<file path="src/rtl/memory_map_exception_vectors_pkg.sv">
// constants and types for the address decoder and exception vector unit
package memory_map_exception_vectors_pkg;

    localparam int ADDR_W = 17;
    localparam int NUM_SRC = 19;
    localparam int IDX_W = 5;

    // memory regions
    localparam logic [16:0] ROM_LO_START = 17'h00000;
    localparam logic [16:0] ROM_LO_END = 17'h0CFFF;
    localparam logic [16:0] ROM_HI_START = 17'h10000;
    localparam logic [16:0] ROM_HI_END = 17'h1FFFF;
    localparam logic [16:0] RAM_START = 17'h0D800;
    localparam logic [16:0] RAM_END = 17'h0F7FF;
    localparam logic [16:0] DISP_START = 17'h0F800;
    localparam logic [16:0] DISP_END = 17'h0FD57;
    localparam logic [16:0] IO_START = 17'h0FF00;
    localparam logic [16:0] IO_END = 17'h0FFFF;
    localparam logic [16:0] IO_UNMASK_A = 17'h0FF00;
    localparam logic [16:0] IO_UNMASK_B = 17'h0FF01;

    // vector table
    localparam logic [16:0] RESET_VEC = 17'h00000;
    localparam logic [16:0] FIRST_SRC_VEC = 17'h00002;
    localparam logic [16:0] VEC_TABLE_END = 17'h00027;
    localparam logic [16:0] RESERVED_VEC = 17'h00028;
    localparam logic [16:0] SW_VEC_START = 17'h0002A;
    localparam logic [16:0] SW_VEC_END = 17'h000FF;

    // source indices, fixed order equals vector order
    localparam logic [4:0] SRC_ZERO_DIV = 5'h00;
    localparam logic [4:0] SRC_NMI = 5'h01;

    // effective levels of the two unmaskable-by-level sources
    localparam logic [2:0] LVL_ZERO_DIV = 3'h5;
    localparam logic [2:0] LVL_NMI = 3'h4;

    typedef struct packed {
        logic rom;
        logic ram;
        logic disp;
        logic io;
        logic unmapped;
    } mem_sel_t;

    typedef struct packed {
        logic load;
        logic [15:0] addr;
    } handler_t;

    typedef enum logic [5:0] {
        ST_RESET = 6'h01,
        ST_VEC_LO = 6'h02,
        ST_VEC_HI = 6'h04,
        ST_JUMP = 6'h08,
        ST_RUN = 6'h10,
        ST_PUSH = 6'h20
    } exc_state_t;

endpackage

</file>
<file path="src/rtl/memory_map_exception_vectors.sv">
// address decoder, reset sources and exception vector sequencer
`timescale 1ns/1ns
module memory_map_exception_vectors #(
    parameter logic [3:0] KEY_RESET_MASK = 4'h0
) (
    input wire logic clk_sys_i,
    input wire logic rst_i,
    input wire logic reset_pin_n_i,
    input wire logic [3:0] key_group_low_n_i,
    input wire logic supply_voltage_detector_i,
    input wire logic [16:0] cpu_addr_i,
    input wire logic cpu_rd_i,
    input wire logic cpu_wr_i,
    input wire logic [18:0] irq_req_i,
    input wire logic [37:0] irq_level_i,
    input wire logic [1:0] cpu_int_level_i,
    input wire logic cpu_accept_i,
    input wire logic [7:0] vec_data_i,
    output memory_map_exception_vectors_pkg::mem_sel_t mem_sel_o,
    output logic cpu_reset_o,
    output logic vec_rd_o,
    output logic [16:0] vec_addr_o,
    output logic stack_push_o,
    output memory_map_exception_vectors_pkg::handler_t handler_o,
    output logic [18:0] irq_ack_o,
    output logic int_unmasked_o,
    output logic customized_condition_flag_o
);

    // address decode, one region at most
    function automatic memory_map_exception_vectors_pkg::mem_sel_t decode(
        input logic [16:0] a
    );
        memory_map_exception_vectors_pkg::mem_sel_t s;
        s = '0;
        s.rom = (a <= memory_map_exception_vectors_pkg::ROM_LO_END) ||
            (a >= memory_map_exception_vectors_pkg::ROM_HI_START);
        s.ram = (a >= memory_map_exception_vectors_pkg::RAM_START) &&
            (a <= memory_map_exception_vectors_pkg::RAM_END);
        s.disp = (a >= memory_map_exception_vectors_pkg::DISP_START) &&
            (a <= memory_map_exception_vectors_pkg::DISP_END);
        s.io = (a >= memory_map_exception_vectors_pkg::IO_START) &&
            (a <= memory_map_exception_vectors_pkg::IO_END);
        s.unmapped = !(s.rom || s.ram || s.disp || s.io);
        return s;
    endfunction

    // vector address of a source index, never past the fixed table
    function automatic logic [16:0] vec_of(input logic [4:0] idx);
        return memory_map_exception_vectors_pkg::FIRST_SRC_VEC +
            {11'h000, idx, 1'b0};
    endfunction

    // effective level of a source for arbitration
    function automatic logic [2:0] level_of(
        input logic [4:0] idx,
        input logic [37:0] lv
    );
        logic [2:0] l;
        l = {1'b0, lv[{idx, 1'b0} +: 2]};
        if (idx == memory_map_exception_vectors_pkg::SRC_ZERO_DIV) begin
            l = memory_map_exception_vectors_pkg::LVL_ZERO_DIV;
        end else if (idx == memory_map_exception_vectors_pkg::SRC_NMI) begin
            l = memory_map_exception_vectors_pkg::LVL_NMI;
        end
        return l;
    endfunction

    memory_map_exception_vectors_pkg::exc_state_t state_reg;
    memory_map_exception_vectors_pkg::mem_sel_t sel_reg;
    memory_map_exception_vectors_pkg::handler_t handler_reg;
    logic pin_meta_reg;
    logic pin_sync_n_reg;
    logic [3:0] key_meta_reg;
    logic [3:0] key_sync_n_reg;
    logic svd_meta_reg;
    logic svd_sync_reg;
    logic reset_active;
    logic cpu_reset_reg;
    logic vec_rd_reg;
    logic [16:0] vec_addr_reg;
    logic [7:0] vec_lo_reg;
    logic push_reg;
    logic [18:0] ack_reg;
    logic seen_a_reg;
    logic seen_b_reg;
    logic unmasked_reg;
    logic cc_reg;
    logic [18:0] eligible;
    logic pend_valid;
    logic [4:0] pend_idx;
    logic [2:0] pend_lvl;

    // two-flop synchronisers for the external reset sources
    always_ff @(posedge clk_sys_i) begin
        if (rst_i) begin
            pin_meta_reg <= 1'b0;
            pin_sync_n_reg <= 1'b0;
            key_meta_reg <= 4'hF;
            key_sync_n_reg <= 4'hF;
            svd_meta_reg <= 1'b0;
            svd_sync_reg <= 1'b0;
        end else begin
            pin_meta_reg <= reset_pin_n_i;
            pin_sync_n_reg <= pin_meta_reg;
            key_meta_reg <= key_group_low_n_i;
            key_sync_n_reg <= key_meta_reg;
            svd_meta_reg <= supply_voltage_detector_i;
            svd_sync_reg <= svd_meta_reg;
        end
    end

    // any active source holds the initial reset
    assign reset_active = !pin_sync_n_reg || svd_sync_reg ||
        ((KEY_RESET_MASK != 4'h0) &&
        ((key_sync_n_reg & KEY_RESET_MASK) == 4'h0));

    // registered region select for each core access
    always_ff @(posedge clk_sys_i) begin
        if (rst_i) begin
            sel_reg <= '0;
        end else if (cpu_rd_i || cpu_wr_i) begin
            sel_reg <= decode(cpu_addr_i);
        end else begin
            sel_reg <= '0;
        end
    end

    // interrupt mask release after both setup writes
    always_ff @(posedge clk_sys_i) begin
        if (rst_i || reset_active) begin
            seen_a_reg <= 1'b0;
            seen_b_reg <= 1'b0;
            unmasked_reg <= 1'b0;
        end else begin
            if (cpu_wr_i &&
                cpu_addr_i == memory_map_exception_vectors_pkg::IO_UNMASK_A
            ) begin
                seen_a_reg <= 1'b1;
            end
            if (cpu_wr_i &&
                cpu_addr_i == memory_map_exception_vectors_pkg::IO_UNMASK_B
            ) begin
                seen_b_reg <= 1'b1;
            end
            unmasked_reg <= seen_a_reg && seen_b_reg;
        end
    end

    // sources allowed to compete this cycle
    always_comb begin
        eligible = irq_req_i & {19{unmasked_reg}};
        eligible[0] = irq_req_i[0];
        for (int i = 2; i < memory_map_exception_vectors_pkg::NUM_SRC;
            i++) begin
            if (irq_level_i[2*i +: 2] <= cpu_int_level_i) begin
                eligible[i] = 1'b0;
            end
        end
    end

    // highest level wins, lower index breaks ties
    always_comb begin
        pend_valid = 1'b0;
        pend_idx = 5'h00;
        pend_lvl = 3'h0;
        for (int i = memory_map_exception_vectors_pkg::NUM_SRC - 1; i >= 0;
            i--) begin
            if (eligible[i] &&
                (!pend_valid || level_of(5'(i), irq_level_i) >= pend_lvl)
            ) begin
                pend_valid = 1'b1;
                pend_idx = 5'(i);
                pend_lvl = level_of(5'(i), irq_level_i);
            end
        end
    end

    // exception sequencer
    always_ff @(posedge clk_sys_i) begin
        if (rst_i || reset_active) begin
            state_reg <= memory_map_exception_vectors_pkg::ST_RESET;
            cpu_reset_reg <= 1'b1;
            vec_rd_reg <= 1'b0;
            vec_addr_reg <= memory_map_exception_vectors_pkg::RESET_VEC;
            vec_lo_reg <= 8'h00;
            push_reg <= 1'b0;
            ack_reg <= '0;
            handler_reg <= '0;
        end else begin
            handler_reg.load <= 1'b0;
            push_reg <= 1'b0;
            ack_reg <= '0;
            case (state_reg)
                memory_map_exception_vectors_pkg::ST_RESET: begin
                    cpu_reset_reg <= 1'b0;
                    vec_rd_reg <= 1'b1;
                    vec_addr_reg <= memory_map_exception_vectors_pkg::RESET_VEC;
                    state_reg <= memory_map_exception_vectors_pkg::ST_VEC_LO;
                end
                memory_map_exception_vectors_pkg::ST_VEC_LO: begin
                    vec_addr_reg <= vec_addr_reg + 17'h00001;
                    state_reg <= memory_map_exception_vectors_pkg::ST_VEC_HI;
                end
                memory_map_exception_vectors_pkg::ST_VEC_HI: begin
                    vec_lo_reg <= vec_data_i; // low byte at even address
                    vec_rd_reg <= 1'b0;
                    state_reg <= memory_map_exception_vectors_pkg::ST_JUMP;
                end
                memory_map_exception_vectors_pkg::ST_JUMP: begin
                    handler_reg.load <= 1'b1;
                    handler_reg.addr <= {vec_data_i, vec_lo_reg};
                    state_reg <= memory_map_exception_vectors_pkg::ST_RUN;
                end
                memory_map_exception_vectors_pkg::ST_RUN: begin
                    if (cpu_accept_i && pend_valid) begin
                        push_reg <= 1'b1;
                        ack_reg[pend_idx] <= 1'b1;
                        vec_addr_reg <= vec_of(pend_idx);
                        state_reg <= memory_map_exception_vectors_pkg::ST_PUSH;
                    end
                end
                memory_map_exception_vectors_pkg::ST_PUSH: begin
                    vec_rd_reg <= 1'b1;
                    state_reg <= memory_map_exception_vectors_pkg::ST_VEC_LO;
                end
                default: begin
                    state_reg <= memory_map_exception_vectors_pkg::ST_RESET;
                end
            endcase
        end
    end

    // the customized condition flag stays permanently low
    always_ff @(posedge clk_sys_i) begin
        cc_reg <= 1'b0;
    end

    // outputs straight from flops
    assign mem_sel_o = sel_reg;
    assign cpu_reset_o = cpu_reset_reg;
    assign vec_rd_o = vec_rd_reg;
    assign vec_addr_o = vec_addr_reg;
    assign stack_push_o = push_reg;
    assign handler_o = handler_reg;
    assign irq_ack_o = ack_reg;
    assign int_unmasked_o = unmasked_reg;
    assign customized_condition_flag_o = cc_reg;
endmodule

</file>
<file path="config.mk">
export PLATFORM = sky130hd
export DESIGN_NAME = memory_map_exception_vectors
export DESIGN_NICKNAME = d
export VERILOG_FILES = /design/src/rtl/memory_map_exception_vectors_pkg.sv /design/src/rtl/memory_map_exception_vectors.sv
export SDC_FILE = /design/constraint.sdc
export NUM_CORES = 1
export LEC_CHECK = 0
export BUFFER_PORTS_ARGS = -buffer_cell sky130_fd_sc_hd__buf_2
export CORE_ASPECT_RATIO = 0.5
export CORE_MARGIN = 1.5
export CORE_UTILIZATION = 40
export CTS_CLUSTER_SIZE = 16
export DETAILED_ROUTE_END_ITERATION = 10
export SYNTH_ARGS = -nofsm -noshare
export SYNTH_HDL_FRONTEND = slang
export SYNTH_SLANG_ARGS = --single-unit
</file>
<file path="constraint.sdc">
create_clock -name clk_sys_i -period 26.7 [get_ports clk_sys_i]
set_clock_uncertainty 0.1 [all_clocks]
set_input_delay 0 -clock clk_sys_i [delete_from_list [all_inputs] [get_ports clk_sys_i]]
set_output_delay 0 -clock clk_sys_i [all_outputs]
set_load 0.02 [all_outputs]
</file>
======== Word level (Yosys, flattened, before mapping) ========
Cells that the tools add are included.
cells by class
  reduce and logical (&&, ||, !) cells .... 78
  multiplexer cells ....................... 82
  eq/ne operators ......................... 9
  $lt $le $gt $ge ......................... 45
  bitwise operators ....................... 4
  add/subtract/negate cells ............... 2
operator list
  kind                                                                     number
  5-bit 2-to-1 mux                                                         19
  17-bit by 16-bit <= comparator with 1-bit output, second input constant  4
  17-bit by 16-bit >= comparator with 1-bit output, second input constant  3
  3-bit 2-to-1 mux                                                         17
  17-bit case mux with 3 select lines                                      1
  2-bit by 3-bit >= comparator with 1-bit output                           16
  1-bit 2-to-1 mux                                                         38
  17-bit by 16-bit equality test with 1-bit output, second input constant  2
  2-bit <= comparator                                                      17
  17-bit 2-to-1 mux                                                        2
  6-bit case mux with 5 select lines                                       1
  1-bit logical AND                                                        26
  1-bit logical OR                                                         25
  1-bit logical NOT                                                        20
  19-bit AND                                                               1
  17-bit by 1-bit adder with 17-bit output, second input constant          1
  17-bit >= comparator, second input constant                              1
  2-bit by 6-bit adder with 7-bit output, first input constant             1
  6-bit by 1-bit equality test with 1-bit output, second input constant    1
  6-bit by 2-bit equality test with 1-bit output, second input constant    1
  6-bit by 3-bit equality test with 1-bit output, second input constant    1
  6-bit by 4-bit equality test with 1-bit output, second input constant    1
  6-bit by 5-bit equality test with 1-bit output, second input constant    1
  6-bit equality test, second input constant                               1
  14 further kinds                                                         19
storage, ports and cells
  register bits ........................... 82
  output and inout port bits .............. 63
  logic and storage cells ................. 241

======== Longest topological paths before layout ========
  depth after elaboration ................. 79
  depth in mapped cells ................... 116

======== Worst setup path before layout ========
OpenSTA, ideal clock, no wires.
  path kind ............................... input to register
  from .................................... in cpu_int_level_i[1]
  to ...................................... reg vec_addr_reg[2] (netlist: vec_addr_o[2])
  path buffers ............................ 1
  required time ........................... 26472 ps
  path slack .............................. 7420 ps
  stages on the path ...................... 107
  data arrival time ....................... 19052 ps
  path through ............................ inv_1 > ha_1 > nor2b_4 > o2111ai_2 > nor2_1 > ha_1 > nand2b_1 > a21o_1 > a21oi_1 > a22o_1 > ha_1 > nand2b_1 > a21oi_1 > a21boi_0 > nor3_1 > or2_2 > ha_1 > a21oi_1 > [71 not listed] > inv_1 > mux2_2 > ha_1 > inv_1 > a21boi_0 > a311oi_1 > nor2_1 > a221o_1 > ha_1 > nand2b_1 > a21oi_1 > and2_1 > o21ai_0 > o21a_1 > ha_1 > a32o_1 > a22oi_1 > nor2_1
between the ends
  cells in the longest elaborated chain, start to end .. 78
RTL lines
  item                                                                                        line                                                                     text
  start, declared                                                                             memory_map_exception_vectors.sv:16                                       input wire logic [1:0] cpu_int_level_i,
  2-bit <= comparator                                                                         memory_map_exception_vectors.sv:156                                      if (irq_level_i[2*i +: 2] <= cpu_int_level_i) begin
  1-bit 2-to-1 mux                                                                            memory_map_exception_vectors.sv:156
  2-bit 2-to-1 mux / 1-bit 2-to-1 mux (equally long branches)                                 memory_map_exception_vectors.sv:169                                      if (eligible[i] &&
  2-bit by 3-bit >= comparator with 1-bit output / 1-bit logical NOT (equally long branches)  memory_map_exception_vectors.sv:170                                      (!pend_valid || level_of(5'(i), irq_level_i) >= pend_lvl)
  1-bit logical OR                                                                            memory_map_exception_vectors.sv:170
  1-bit logical AND                                                                           memory_map_exception_vectors.sv:169
  3-bit 2-to-1 mux / 1-bit 2-to-1 mux (equally long branches)                                 memory_map_exception_vectors.sv:169
  2-bit by 3-bit >= comparator with 1-bit output / 1-bit logical NOT (equally long branches)  memory_map_exception_vectors.sv:170
  [62 not listed]                                                                             n/a
  3-bit 2-to-1 mux / 1-bit 2-to-1 mux (equally long branches)                                 memory_map_exception_vectors.sv:169
  3-bit >= comparator / 1-bit logical NOT (equally long branches)                             memory_map_exception_vectors.sv:170
  1-bit logical OR                                                                            memory_map_exception_vectors.sv:170
  1-bit logical AND                                                                           memory_map_exception_vectors.sv:169
  5-bit 2-to-1 mux / 1-bit 2-to-1 mux (equally long branches)                                 memory_map_exception_vectors.sv:169
  2-bit by 6-bit adder with 7-bit output / 1-bit logical AND (equally long branches)          memory_map_exception_vectors.sv:50, memory_map_exception_vectors.sv:216
  17-bit 2-to-1 mux / 2-bit inequality test (equally long branches)                           n/a
  17-bit case mux with 3 select lines / 2-bit AND reduction (equally long branches)           n/a
  end signal, assigned                                                                        memory_map_exception_vectors.sv:198                                      vec_addr_reg <= memory_map_exception_vectors_pkg::RESET_VEC;
  end signal, assigned                                                                        memory_map_exception_vectors.sv:202                                      vec_addr_reg <= vec_addr_reg + 17'h00001;
  end signal, assigned                                                                        memory_map_exception_vectors.sv:219                                      vec_addr_reg <= vec_of(pend_idx);
  end, declared                                                                               memory_map_exception_vectors.sv:81                                       logic [16:0] vec_addr_reg;
Parallel ways exist; a longest one is shown, timed or not. The select of a mux whose other input is x is not followed.
A chain may end at the register's enable or synchronous reset.

======== Final worst setup path ========
Ends and elaborated chain as after synthesis.

==> metrics.txt <==
# TYPE chip_impl_metric gauge
chip_impl_info{name="run_status",value="completed"} 1
chip_impl_info{name="critical_path.startpoint_type",value="input pin"} 1
chip_impl_metric{name="grt_pass1_vias",unit=""} 5470
chip_impl_metric{name="dr_total_vias",unit=""} 5688
chip_impl_metric{name="io_buffers",unit=""} 148
chip_impl_metric{name="drt-pass1-iter-count",unit=""} 4
chip_impl_metric{name="worst_hold_slack",unit="ns"} 0.147
chip_impl_metric{name="drc",unit=""} 0
chip_impl_metric{name="tritoncts.num_buffers",unit=""} 9
chip_impl_metric{name="total_power",unit="uW"} 290
chip_impl_metric{name="arrival",unit="ns"} 22.00
chip_impl_metric{name="io_pins",unit=""} 158
chip_impl_metric{name="grt.total_usage",unit="%"} 20.0
chip_impl_metric{name="ff2ff_path_depth",unit=""} 106
chip_impl_metric{name="cts.sink_count",unit=""} 82
chip_impl_metric{name="synthesis.nets",unit=""} 857
chip_impl_metric{name="post-cts-setup-buffers",unit=""} 0
chip_impl_metric{name="grt_start_max_net_pins",unit=""} 41
chip_impl_info{name="worst_path_max_delay_cell",value="inv_1"} 1
chip_impl_metric{name="final.period_utilization",unit="%"} 82.1
chip_impl_metric{name="path_max_fanout",unit=""} 17
chip_impl_metric{name="final_antenna_net_count",unit=""} 0
chip_impl_info{name="post_synth_main_area_contributors",value="dfxtp_1 (28%), ha_1 (14%), nand2_1 (6.4%), nor2_1 (5.1%), a21oi_1 (3.5%)"} 1
chip_impl_metric{name="slew_headroom",unit="%"} 42.1
chip_impl_metric{name="die_h",unit="um"} 88.0
chip_impl_metric{name="area_delta_synth_final",unit="%"} 27.7
chip_impl_metric{name="drive_gt1_share",unit="%"} 22.9
chip_impl_metric{name="synth_edf_count",unit=""} 0
chip_impl_info{name="clockRootBuffer",value="clkbuf_16"} 1
chip_impl_metric{name="holdPathStages",unit=""} 5
chip_impl_info{name="tritoncts_clock_tree",value="built"} 1
chip_impl_metric{name="setup_viol",unit=""} 0
chip_impl_metric{name="peak_clock_frequency_supported_by_timing",unit="MHz"} 45.6
chip_impl_metric{name="postSynthRegisterBits",unit=""} 82
chip_impl_metric{name="routed_via_density",unit=""} 5.28
chip_impl_metric{name="drt_first_iter_violations",unit=""} 150
chip_impl_metric{name="timing.critical_path.slowest_cell_delay",unit="ns"} 0.56
chip_impl_metric{name="cts.repair.resized",unit=""} 0
chip_impl_metric{name="grt_remaining_overflow",unit=""} 0
chip_impl_metric{name="synthesized_instance_count",unit=""} 699
chip_impl_metric{name="report.final.slew_viol_count",unit=""} 0
chip_impl_info{name="worst_path_most_repeated_cell",value="ha_1"} 1
chip_impl_metric{name="clockBufferDepth",unit=""} 2
chip_impl_metric{name="grt_antenna_before_repair",unit=""} 1
chip_impl_metric{name="yosysUniqueCellTypes",unit=""} 93
chip_impl_metric{name="layout.core_utilization",unit="%"} 53.4
chip_impl_metric{name="regArea",unit="mm2"} 0.00164
chip_impl_metric{name="placeable_core_region",unit="mm2"} 0.0138
chip_impl_metric{name="routed_wirelength",unit="mm"} 15.1
chip_impl_metric{name="nFillCells",unit=""} 1369
chip_impl_metric{name="timing.setup.tns",unit="ns"} 0
chip_impl_metric{name="grt_first_pass_wirelength",unit="mm"} 25.1
chip_impl_metric{name="cts.clk_slew.worst_paths",unit="ns"} 0.06
chip_impl_metric{name="dp_hpwl",unit="mm"} 11.5
chip_impl_metric{name="fin_crit_period",unit="ns"} 21.91
chip_impl_metric{name="proportion_of_synthesized_flip_flops_having_asynchronous_set_or_reset",unit="%"} 0
chip_impl_metric{name="power.static_leakage",unit="nW"} 3.38
chip_impl_metric{name="syn_area",unit="mm2"} 0.00577
chip_impl_info{name="critical_path_class",value="input pin to flip-flop"} 1
chip_impl_info{name="prevailing_post_synth_register_cell",value="dfxtp_1"} 1
chip_impl_metric{name="placement_rows",unit=""} 30
chip_impl_info{name="end_kind",value="flip-flop"} 1
chip_impl_metric{name="initial_utilization",unit="%"} 41.8
chip_impl_metric{name="clk_latency",unit="ns"} 0.33
chip_impl_metric{name="synth.top_cell.area_share",unit="%"} 28.4
chip_impl_metric{name="avgRoutedWirePerCell",unit="um"} 14.0
chip_impl_metric{name="power_per_cell_area",unit="mW/mm2"} 39.3
chip_impl_metric{name="die_w",unit="um"} 173
chip_impl_metric{name="floorplan.die_area",unit="mm2"} 0.0152
chip_impl_metric{name="number_of_nets_in_the_final_layout",unit=""} 1038
chip_impl_metric{name="largest_register_ffs",unit=""} 19
chip_impl_metric{name="multiInputGateArea",unit="mm2"} 0.00394
chip_impl_metric{name="synth.yosys.seq_area_share",unit="%"} 28.4
chip_impl_info{name="synth_area_leader_cell",value="dfxtp_1"} 1
chip_impl_metric{name="max_cap_violations",unit=""} 0
chip_impl_metric{name="synth_warnings",unit=""} 0
chip_impl_metric{name="final_hold_viol_count",unit=""} 0
chip_impl_info{name="min_path_type",value="input pin to flip-flop"} 1
chip_impl_metric{name="syn_avg_cell_area",unit="um2"} 8.26
chip_impl_metric{name="place.gp.congestion",unit=""} 0.807
chip_impl_metric{name="htree_levels",unit=""} 3
chip_impl_metric{name="worstMarginPinSlew",unit="ns"} 0.868
chip_impl_metric{name="cp.required",unit="ns"} 26.79
chip_impl_metric{name="power.ir.vdd_worst",unit="mV"} 0.0352
chip_impl_info{name="grt_setup_unrepaired",value="no"} 1
## critical path, delay by kind of cell
kind,cells,cell delay (ns)
AO/OA/AOI/OAI,47,10.12
adder cells (fa/ha/maj),19,5.25
AND/OR/NAND/NOR,36,4.95
buffers and inverters,5,0.96
multiplexers,2,0.67
## per-layer routing
layer | vias to the layer above | global-route usage [%] | routed length (um)
met3 | 18 | 3.86 | 633
met5 | - | 0 | 0
met4 | 0 | 5.30 | 205
met2 | 109 | 35.3 | 6920
met1 | 2653 | 25.3 | 7350
li1 | 2908 | - | -
## cell usage after synthesis (all sizes together), types with 14 or more instances
cell / number
nand3: 22
o21ai: 21
o2111ai: 14
nor2: 80
a21oi: 42
inv: 34
nand2b: 15
dfxtp: 82
nor2b: 23
ha: 63
nand2: 99
## path summary, 6_finish.rpt
kind / start / to / slack, ns
min: irq_req_i[1] / irq_ack_o[7] / 0.15
max: cpu_int_level_i[1] / vec_addr_o[2] / 4.79
min reg2reg: handler_o[15] / handler_o[15] / 0.35
max reg2reg: int_unmasked_o / vec_addr_o[2] / 5.01
## logic make-up after synthesis
group / after synthesis / synth area share [%]
AO/OA/AOI/OAI: 163 / 22.4
XOR/XNOR: 14 / 2.12
adder cells (fa/ha/maj): 64 / 13.8
buffers and inverters: 48 / 3.38
flip-flops: 82 / 28.4
multiplexers: 12 / 2.21
other: 1 / 0.0649
AND/OR/NAND/NOR: 315 / 27.6
## cell type report
cell class	count	area share, %
multi-input cells	569	53.4
well taps	192	3.26
clock buffers	9	3.05
flip-flops and latches	82	22.3
clock inverters	7	1.44
inverters	34	1.73
diodes	1	0.0339
repair buffers	184	14.8
## per-stage QoR
stage               instances  cell area (um2)  setup slack (ns)
floorplan                 699             5770              7.42
global placement         1028             6710              4.85
detailed placement       1028             6710              4.55
CTS                      1077             7370              4.84
global route             1078             7370              2.95
finish                   1078             7370              4.79
## power by group
part           total (mW)  internal [mW]  switching (mW)
Sequential          0.123          0.123        0.000277
Combinational      0.0311         0.0153          0.0158
Clock               0.136         0.0839          0.0520
Total               0.290          0.222          0.0681
## repair_timing
action                                  in CTS  in global routing
hold buffers                                33                  0
endpoints found under the setup margin       0                  0
hold endpoints to repair                    32                  0
## cell usage in the layout (no fill, tap or decap), types with 7 or more instances in the layout
| cell type | n |
|---|---|
| xnor2_1 | 7 |
| nand3_1 | 22 |
| nor2b_1 | 20 |
| o21ai_0 | 18 |
| nand2b_1 | 15 |
| inv_1 | 34 |
| xor2_1 | 7 |
| clkbuf_16 | 9 |
| nor2_1 | 79 |
| o2111ai_1 | 10 |
| nor4_1 | 11 |
| buf_2 | 148 |
| nand2_1 | 99 |
| mux2i_1 | 9 |
| o21a_1 | 9 |
| and2_1 | 7 |
| dfxtp_1 | 82 |
| a21oi_1 | 40 |
| nor3_1 | 10 |
| or3_1 | 7 |
| o2111a_1 | 9 |
| ha_1 | 63 |
| dlygate4sd3_1 | 33 |
No activity file was read; power rests on OpenSTA's default activity.
